$ cat src/jfc_pkg.sv
// Shared constants and types for the jump flow control block
package jfc_pkg;
  localparam int ADDR_W = 16;
  localparam int CNT_W  = 5;
  localparam int JX_W   = 4;
  // Register byte offsets
  localparam logic [7:0] OFS_CTRL   = 8'h00;
  localparam logic [7:0] OFS_TARGET = 8'h04;
  localparam logic [7:0] OFS_PC     = 8'h08;
  localparam logic [7:0] OFS_SP     = 8'h0C;
  localparam logic [7:0] OFS_SR     = 8'h10;
  localparam logic [7:0] OFS_OMR    = 8'h14;
  localparam logic [7:0] OFS_EXTRA  = 8'h18;
  localparam logic [7:0] OFS_STATUS = 8'h1C;
  // Control register fields
  localparam int CTRL_OP_LSB   = 0;
  localparam int CTRL_COND_LSB = 4;
  localparam int CTRL_GO_BIT   = 8;
  // Operating mode register: condition-code mode bit
  localparam int OMR_CC_BIT    = 8;
  // Status register flag positions
  localparam int SR_C = 0;
  localparam int SR_V = 1;
  localparam int SR_Z = 2;
  localparam int SR_N = 3;
  localparam int SR_U = 4;
  localparam int SR_E = 5;
  // Status readout fields
  localparam int ST_BUSY  = 0;
  localparam int ST_TAKEN = 1;
  localparam int ST_REJ   = 2;
  localparam int ST_CNT   = 8;
  // Reset values
  localparam logic [15:0] PC_RST = 16'h0000;
  localparam logic [15:0] SP_RST = 16'h0000;
  localparam logic [15:0] SR_RST = 16'h0000;
  // Instruction length in program words
  localparam logic [15:0] INSTR_WORDS = 16'h0002;
  // Base cycle counts and the run cycles of the two call pushes
  localparam logic [CNT_W-1:0] CYC_JCC_TAKEN = 5'd6;
  localparam logic [CNT_W-1:0] CYC_JCC_NOT   = 5'd4;
  localparam logic [CNT_W-1:0] CYC_JUMP      = 5'd6;
  localparam logic [CNT_W-1:0] CYC_CALL      = 5'd8;
  localparam logic [CNT_W-1:0] CYC_PUSH_PC   = 5'd1;
  localparam logic [CNT_W-1:0] CYC_PUSH_SR   = 5'd2;
  typedef enum logic [1:0] {
    OP_COND_JUMP,
    OP_UNCONDITIONAL_JUMP,
    OP_CALL_SUBROUTINE,
    OP_RESERVED
  } jfc_op_t;
  typedef enum logic [3:0] {
    CND_CARRY_CLEAR,
    CND_CARRY_SET,
    CND_EQUAL,
    CND_GREATER_OR_EQUAL,
    CND_GREATER_THAN,
    CND_LESS_OR_EQUAL,
    CND_LESS_THAN,
    CND_NOT_EQUAL,
    CND_NOT_NORMALIZED,
    CND_NORMALIZED,
    CND_HIGHER_OR_SAME,
    CND_LOWER,
    CND_RSV_C,
    CND_RSV_D,
    CND_RSV_E,
    CND_RSV_F
  } jfc_cond_t;
  typedef enum logic {
    ST_IDLE,
    ST_RUN
  } jfc_state_t;
endpackage

$ cat src/jfc_cond_if.sv
// Condition evaluation signals between the sequencer and the evaluator
`timescale 1ns/1ps
interface jfc_cond_if;
  logic [3:0] code;
  logic [5:0] flags;
  logic       cc_mode;
  logic       pass;
  logic       valid;
  modport core (output code, output flags, output cc_mode, input pass, input valid);
  modport eval (input code, input flags, input cc_mode, output pass, output valid);
endinterface

$ cat src/jfc_cond_eval.sv
// Condition test evaluator over the status flags
`timescale 1ns/1ps
module jfc_cond_eval
  import jfc_pkg::*;
(
  jfc_cond_if.eval ci
);
  typedef struct packed {
    logic pass;
    logic valid;
  } jfc_eval_t;
  jfc_eval_t r;
  logic c, v, z, n, u, e, nv, zo, nrm;
  always_comb begin
    c   = ci.flags[SR_C];
    v   = ci.flags[SR_V];
    z   = ci.flags[SR_Z];
    n   = ci.flags[SR_N];
    u   = ci.flags[SR_U];
    e   = ci.flags[SR_E];
    nv  = n ^ v;
    zo  = z | nv;
    nrm = z | (~u & ~e);
    r   = '{pass: 1'b0, valid: 1'b1};
    case (jfc_cond_t'(ci.code))
      CND_CARRY_CLEAR:      r.pass = ~c;  // [RULE3]
      CND_CARRY_SET:        r.pass = c;   // [RULE3]
      CND_EQUAL:            r.pass = z;   // [RULE4]
      CND_NOT_EQUAL:        r.pass = ~z;  // [RULE4]
      CND_GREATER_OR_EQUAL: r.pass = ~nv; // [RULE4]
      CND_LESS_THAN:        r.pass = nv;  // [RULE4]
      CND_GREATER_THAN:     r.pass = ~zo; // [RULE5]
      CND_LESS_OR_EQUAL:    r.pass = zo;  // [RULE5]
      CND_NOT_NORMALIZED:   r.pass = ~nrm; // [RULE5]
      CND_NORMALIZED:       r.pass = nrm; // [RULE5]
      CND_HIGHER_OR_SAME: begin
        r.pass  = ~c;          // [RULE3]
        r.valid = ci.cc_mode;  // [RULE6]
      end
      CND_LOWER: begin
        r.pass  = c;           // [RULE3]
        r.valid = ci.cc_mode;  // [RULE6]
      end
      default:              r.valid = 1'b0;
    endcase
  end
  assign ci.pass  = r.pass;
  assign ci.valid = r.valid;
endmodule

$ cat src/jfc_core.sv
// Jump flow control sequencer with APB register access
// Operation
// RULE1: Taken conditional jump loads 16-bit target
// RULE2: Untaken conditional jump advances PC sequentially
// RULE3: Carry clear passes C=0, set C=1
// RULE4: Equal/not-equal on Z; GE/LT on N^V
// RULE5: GT/LE on Z|(N^V); normalization tests
// RULE6: Alias tests only with mode bit set
// RULE7: Conditional jump leaves flags unchanged
// RULE8: Conditional jump: two words, 6/4 cycles
// RULE9: Software avoids conditional jump near loop end
// RULE10: Software never repeats jump instructions
// RULE11: Unconditional jump always loads 16-bit target
// RULE12: Unconditional jump: two words, 6 cycles
// RULE13: Software avoids jump/call at loop end
// RULE14: Call pushes PC, then status, then jumps
// RULE15: Call: two words, 8 cycles
// RULE16: Call target never the loop end
// RULE17: Jump and call leave flags unchanged
// RULE18: PC and targets are 16 bits wide
// RULE19: Return address follows two-word call
`timescale 1ns/1ps
module jfc_core
  import jfc_pkg::*;
(
  input  wire logic        pclk,
  input  wire logic        presetn,
  input  wire logic        psel,
  input  wire logic        penable,
  input  wire logic        pwrite,
  input  wire logic [7:0]  paddr,
  input  wire logic [31:0] pwdata,
  output logic      [31:0] prdata,
  output logic             pready,
  output logic             pslverr,
  output logic      [15:0] pc_value,
  output logic             stk_we,
  output logic      [15:0] stk_addr,
  output logic      [15:0] stk_wdata,
  output logic             busy,
  output logic             done
);
  typedef struct packed {
    logic                  pready;
    logic                  pslverr;
    logic [31:0]           prdata;
    logic [ADDR_W-1:0]     pc;
    logic [ADDR_W-1:0]     sp;
    logic [15:0]           sr;
    logic                  cc_mode;
    logic [JX_W-1:0]       extra;
    logic [ADDR_W-1:0]     target;
    jfc_op_t               op;
    logic [3:0]            cond;
    jfc_state_t            state;
    logic [CNT_W-1:0]      cnt;
    logic [CNT_W-1:0]      total;
    logic                  taken;
    logic                  rejected;
    logic                  done;
    logic                  stk_we;
    logic [ADDR_W-1:0]     stk_addr;
    logic [15:0]           stk_wdata;
  } jfc_core_t;

  jfc_core_t q;
  jfc_core_t d;

  jfc_cond_if ci ();
  jfc_cond_eval u_eval (.ci(ci));

  logic              setup;
  logic              access;
  logic              wr;
  logic              go;
  logic              run_taken;
  logic [CNT_W-1:0]  base;
  logic [ADDR_W-1:0] ret_addr;
  logic [ADDR_W-1:0] next_pc;
  logic              hit;
  logic [31:0]       rdata;
  jfc_op_t           wop;

  assign ci.code    = pwdata[CTRL_COND_LSB +: 4];
  assign ci.flags   = q.sr[SR_E:SR_C];
  assign ci.cc_mode = q.cc_mode;

  always_comb begin
    setup    = psel & ~penable;
    access   = psel & penable & q.pready;
    wr       = access & pwrite;
    wop      = jfc_op_t'(pwdata[CTRL_OP_LSB +: 2]);
    go       = wr & (paddr == OFS_CTRL) & pwdata[CTRL_GO_BIT];
    ret_addr = q.pc + INSTR_WORDS; // [RULE19]
    next_pc  = q.pc + INSTR_WORDS; // [RULE2] [RULE8]
    run_taken = 1'b0;
    base      = CYC_JUMP;
    case (wop)
      OP_COND_JUMP: begin
        run_taken = ci.pass;
        base = ci.pass ? CYC_JCC_TAKEN : CYC_JCC_NOT; // [RULE8]
      end
      OP_UNCONDITIONAL_JUMP: begin
        run_taken = 1'b1; // [RULE11]
        base = CYC_JUMP;  // [RULE12]
      end
      OP_CALL_SUBROUTINE: begin
        run_taken = 1'b1;
        base = CYC_CALL;  // [RULE15]
      end
      default: begin
        run_taken = 1'b0;
        base = CYC_JUMP;
      end
    endcase
  end

  // Register read mux, sampled in the setup cycle
  always_comb begin
    hit   = 1'b1;
    rdata = '0;
    case (paddr)
      OFS_CTRL: begin
        rdata[CTRL_OP_LSB +: 2]   = q.op;
        rdata[CTRL_COND_LSB +: 4] = q.cond;
      end
      OFS_TARGET: rdata[ADDR_W-1:0] = q.target;
      OFS_PC:     rdata[ADDR_W-1:0] = q.pc;
      OFS_SP:     rdata[ADDR_W-1:0] = q.sp;
      OFS_SR:     rdata[15:0] = q.sr;
      OFS_OMR:    rdata[OMR_CC_BIT] = q.cc_mode;
      OFS_EXTRA:  rdata[JX_W-1:0] = q.extra;
      OFS_STATUS: begin
        rdata[ST_BUSY]  = (q.state == ST_RUN);
        rdata[ST_TAKEN] = q.taken;
        rdata[ST_REJ]   = q.rejected;
        rdata[ST_CNT +: CNT_W] = q.total;
      end
      default: hit = 1'b0;
    endcase
  end

  always_comb begin
    d         = q;
    d.pready  = setup;
    d.done    = 1'b0;
    d.stk_we  = 1'b0;
    if (setup) begin
      d.prdata  = pwrite ? '0 : rdata;
      d.pslverr = ~hit | (pwrite & (q.state == ST_RUN) & (paddr != OFS_EXTRA)
                  & (paddr != OFS_OMR));
    end

    // Target/PC/SP/SR writes only while idle; OMR and extra writes land even during a run
    if (wr && q.state == ST_IDLE) begin
      case (paddr)
        OFS_TARGET: d.target = pwdata[ADDR_W-1:0]; // [RULE18]
        OFS_PC:     d.pc     = pwdata[ADDR_W-1:0]; // [RULE18]
        OFS_SP:     d.sp     = pwdata[ADDR_W-1:0];
        OFS_SR:     d.sr     = pwdata[15:0];
        default: begin
        end
      endcase
    end
    if (wr && paddr == OFS_OMR) begin
      d.cc_mode = pwdata[OMR_CC_BIT];
    end
    if (wr && paddr == OFS_EXTRA) begin
      d.extra = pwdata[JX_W-1:0];
    end

    case (q.state)
      ST_IDLE: begin
        if (go) begin
          d.op   = wop;
          d.cond = pwdata[CTRL_COND_LSB +: 4];
          if ((wop == OP_COND_JUMP && !ci.valid) || wop == OP_RESERVED) begin
            d.rejected = 1'b1; // [RULE6]
            d.taken    = 1'b0;
            d.done     = 1'b1;
          end else begin
            d.rejected = 1'b0;
            d.taken    = run_taken;
            d.total    = base + CNT_W'(q.extra);
            d.cnt      = CNT_W'(1);
            d.state    = ST_RUN;
          end
        end
      end
      ST_RUN: begin
        // Two-step stack push of return address then status
        if (q.op == OP_CALL_SUBROUTINE) begin
          if (q.cnt == CYC_PUSH_PC) begin
            d.sp        = q.sp + 16'h0001; // [RULE14]
            d.stk_we    = 1'b1;
            d.stk_addr  = q.sp + 16'h0001;
            d.stk_wdata = ret_addr;        // [RULE14] [RULE19]
          end else if (q.cnt == CYC_PUSH_SR) begin
            d.sp        = q.sp + 16'h0001; // [RULE14]
            d.stk_we    = 1'b1;
            d.stk_addr  = q.sp + 16'h0001;
            d.stk_wdata = q.sr;            // [RULE14]
          end
        end
        if (q.cnt == q.total) begin
          // Status flags are never written by a jump [RULE7] [RULE17]
          if (q.taken) begin
            d.pc = q.target; // [RULE1] [RULE11] [RULE14]
          end else begin
            d.pc = next_pc;  // [RULE2]
          end
          d.state = ST_IDLE;
          d.done  = 1'b1;
        end else begin
          d.cnt = q.cnt + CNT_W'(1);
        end
      end
      default: d.state = ST_IDLE;
    endcase
  end

  always_ff @(posedge pclk or negedge presetn) begin
    if (!presetn) begin
      q.pready    <= 1'b0;
      q.pslverr   <= 1'b0;
      q.prdata    <= 32'h0000_0000;
      q.pc        <= PC_RST;
      q.sp        <= SP_RST;
      q.sr        <= SR_RST;
      q.cc_mode   <= 1'b0;
      q.extra     <= '0;
      q.target    <= 16'h0000;
      q.op        <= OP_COND_JUMP;
      q.cond      <= 4'h0;
      q.state     <= ST_IDLE;
      q.cnt       <= '0;
      q.total     <= '0;
      q.taken     <= 1'b0;
      q.rejected  <= 1'b0;
      q.done      <= 1'b0;
      q.stk_we    <= 1'b0;
      q.stk_addr  <= 16'h0000;
      q.stk_wdata <= 16'h0000;
    end else begin
      q <= d;
    end
  end

  assign prdata    = q.prdata;
  assign pready    = q.pready;
  assign pslverr   = q.pslverr;
  assign pc_value  = q.pc;
  assign stk_we    = q.stk_we;
  assign stk_addr  = q.stk_addr;
  assign stk_wdata = q.stk_wdata;
  assign busy      = (q.state == ST_RUN);
  assign done      = q.done;
endmodule

$ cat config.mk
export PLATFORM = sky130hd
export DESIGN_NAME = jfc_core
export DESIGN_NICKNAME = d
export VERILOG_FILES = /design/src/jfc_pkg.sv /design/src/jfc_cond_if.sv /design/src/jfc_cond_eval.sv /design/src/jfc_core.sv
export SDC_FILE = /design/constraint.sdc
export NUM_CORES = 1
export LEC_CHECK = 0
export BUFFER_PORTS_ARGS = -buffer_cell sky130_fd_sc_hd__buf_2
export CORE_ASPECT_RATIO = 1.4
export CORE_MARGIN = 5
export CORE_UTILIZATION = 45
export DETAILED_ROUTE_END_ITERATION = 8
export GPL_TIMING_DRIVEN = 1
export PLACE_DENSITY_LB_ADDON = 0.1
export SLEW_MARGIN = 20
export SYNTH_ARGS = -nofsm -noshare
export SYNTH_HDL_FRONTEND = slang
export SYNTH_SLANG_ARGS = --single-unit
$ cat constraint.sdc
create_clock -name pclk -period 6.8 [get_ports pclk]
set_input_delay 1.36 -clock pclk [delete_from_list [all_inputs] [get_ports pclk]]
set_output_delay 1.36 -clock pclk [all_outputs]
set_load 0.02 [all_outputs]
==> metrics.txt <==
status=finished clean; crit end category=flop; Critical-path top delay cell=or4_1; dpl ws=2.612 ns; Detail Route Antenna Nets=0; mapped cell area=8262 sq um; Worst Max-Slew Pin Slew=1.136 ns; Seq/Total Area, Yosys=42.40%; TritonCTS clock tree=done; initial core utilization=45.91%; GPL Wtd Cong=0.8625; Critical Path RT=7.10 ns; sequential share of power=45.1%; DRC viols=0; GR Util All Layers=22.43%; post-cts hold buffer count=0; CTS sink count=140; final hold violations=0; Period minus WS final=3.767 ns; worst setup margin=3.033 ns; CORE AREA=18000 sq um; # diodes=0; via/cell ratio=5.738; average size of a mapped cell=9.731 sq um; Final Max Tran Viols=0; Num CTS Buffers=17; largest net degree at the start of global routing=84; Comb pwr share=5.2%; DP Area=8318 sq um; number of buffers and inverters on the critical path=1; Clock power frac=49.7%; Post-DP HPWL=16.87 mm; # Post-CTS Setup Buffers=0; CTS clk-pin slew, worst paths=0.06 ns; CP Class=input pin to flop; Fmax=265.5 MHz; pwr dens=209.7 nW/um^2; setup TNS=0 ns; #FFs+latches synth=140; Slew HR=24.25%; Synth Instances=849; Levels on crit path=10; met1 usage=28.17%; post-synth top area cell=dfrtp_1; most common cell in the netlist=dfrtp_1; commonest register cell after synthesis=dfrtp_1; global route total overflow=0; Worst Hold Depth=2; met3 Resource Use GR=4.144%; CTS max path bufs=2; cells along the critical path=buf_2 -> or2_2 -> o211a_1 -> or4_1 -> o311ai_0 -> o21ai_0 -> ha_1 -> fa_1 -> xnor2_1 -> o21ai_0; MaxCap Viol Count=0; Internal Power=1.431 mW; layout cells sized above 1=23.41%; final setup fails=0; Crit path max-delay family=compound AO/OA/AOI/OAI gates; Util after Layout=49.44%; first-pass GRT wire length=37.28 mm; number of flops mapped to enable cells by yosys=0; CP max FO=10; async set or reset register ratio after synthesis=100.0%; die area=21210 sq um; Synth cell types=70; vias in the first global route=6500; PostCTS Resize Cnt=0; initial antenna violation count=0; grt met2 use=39.01%; Final Cell Area=8897 sq um; 1st-pass router iterations=6; Synth top cells by count=140 x dfrtp_1, 86 x nand2_1, 83 x buf_4; die width=124.5 um; P_leak=4.292 nW; Final nets=914; period utilisation layout=55.39%; RSZ-0062 raised after global routing=false; initial drt markers=575; num ports=130; Skew-Pair Late Insertion Delay=0.43 ns; switching share of total power=23.30%; FILL cells=1792; Routed WL=23.72 mm; Worst VDD drop=0.1052 mV; Synth-to-Final Area Change=7.693%; Placement Rows=58; Yosys top cell area share=42.40%; clock skew=0.009082 ns; Psw=0.4346 mW; Most Crowded Layer GR=met2; Vias=6352; slowest cell delay on critical path=0.53 ns; crit path DAT=4.06 ns; Startpoint Class=input pin; root buf cell=clkbuf_16; top cells by area, synth=dfrtp_1 42%, buf_4 7.5%, mux2_2 6.7%; critical path's most frequent cell=o21ai_0; Die H=170.3 um; port bufs=97; synth warn=0; htree depth=4; worst hold path class=flop to flop; routed len/inst=21.42 um; R2R cell count=9
-- worst paths after layout --
check | start | end | slack, ns
max in group asynchronous | presetn | ci.flags[1] | 4.57
setup reg to reg | ci.flags[2] | q[39] | 3.64
min in group asynchronous | presetn | q[91] | 0.98
setup / recovery | pwdata[6] | q[39] | 3.03
hold / removal | stk_addr[8] | stk_addr[8] | 0.47
hold reg to reg | stk_addr[8] | stk_addr[8] | 0.47
-- per-stage QoR --
| step | power [mW] | hold slack [ns] | std cells |
|---|---|---|---|
| 5_1_grt | 1.919 | 0.5006 | 1107 |
| 3_3_place_gp | 0.9514 | 0.4499 | 1078 |
| 4_1_cts | 1.873 | 0.4777 | 1107 |
| 3_5_place_dp | 0.9528 | 0.4618 | 1078 |
| 6_report | 1.866 | 0.4681 | 1107 |
| 2_1_floorplan | 0.9101 | 0.4400 | 864 |
-- registers in the layout, indices dropped and copies added, names as in the netlist --
| name | flops |
|---|---|
| stk_addr | 16 |
| ci.flags | 6 |
| ci.cc_mode | 1 |
| q | 64 |
| busy | 1 |
| pready | 1 |
| stk_we | 1 |
| pslverr | 1 |
| pc_value | 16 |
| done | 1 |
| stk_wdata | 16 |
| prdata | 16 |
-- layout by cell type (no fill, tap or decap), drive strengths merged, types with 17 or more instances in the layout --
| master | count |
|---|---|
| clkbuf | 21 |
| inv | 19 |
| nand3 | 20 |
| nand2 | 87 |
| nor2 | 74 |
| mux2 | 49 |
| xor2 | 22 |
| xnor2 | 18 |
| dfrtp | 140 |
| buf | 105 |
| a21oi | 30 |
| a221oi | 17 |
| mux2i | 41 |
| o21ai | 50 |
-- cell families (layout without fill, tap and decap cells) --
| family | after synthesis | after routing | synth area share [%] |
|---|---|---|---|
| XOR/XNOR | 40 | 40 | 4.240 |
| buffers and inverters | 150 | 153 | 11.31 |
| AO/OA/AOI/OAI | 168 | 168 | 13.58 |
| AND/OR/NAND/NOR | 247 | 247 | 14.58 |
| multiplexers | 91 | 91 | 11.92 |
| other | 1 | 16 | 0.04539 |
| flip-flops | 140 | 140 | 42.40 |
| adder cells (fa/ha/maj) | 12 | 12 | 1.908 |
-- worst reg2reg max path, cell delays in order (launching register included) --
cell and delay, ns:
dfrtp_1 0.48, or2_2 0.31, o211a_1 0.12, or4_1 0.53
o311ai_0 0.49, o21ai_0 0.19, ha_1 0.26, fa_1 0.39
xnor2_1 0.16, o21ai_0 0.09
-- metal layers --
layer / share of wire [%] / wire (um)
met5: 0 / 0
met1: 42 / 10050
met3: 5.3 / 1264
met2: 50 / 11840
met4: 2.4 / 558
-- power by group through the flow --
stage               sequential [mW]  combinational (mW)  clock, mW
floorplan                     0.856              0.0543          0
global placement              0.856              0.0956          0
detailed placement            0.856              0.0968          0
CTS                           0.841              0.0969      0.935
global route                  0.841               0.106      0.971
finish                        0.841              0.0970      0.927
-- layout make-up --
cell class / count / area, sq um / area share, %
multi-input combinational: 574 / 3897 / 43.81
sequential: 140 / 3503 / 39.38
timing repair buffer: 105 / 551.8 / 6.202
clock buffer: 21 / 480.5 / 5.400
tap: 240 / 300.3 / 3.375
clock inverter: 8 / 92.59 / 1.041
inverter: 19 / 71.32 / 0.8016
No activity file was read; power rests on OpenSTA's default activity.
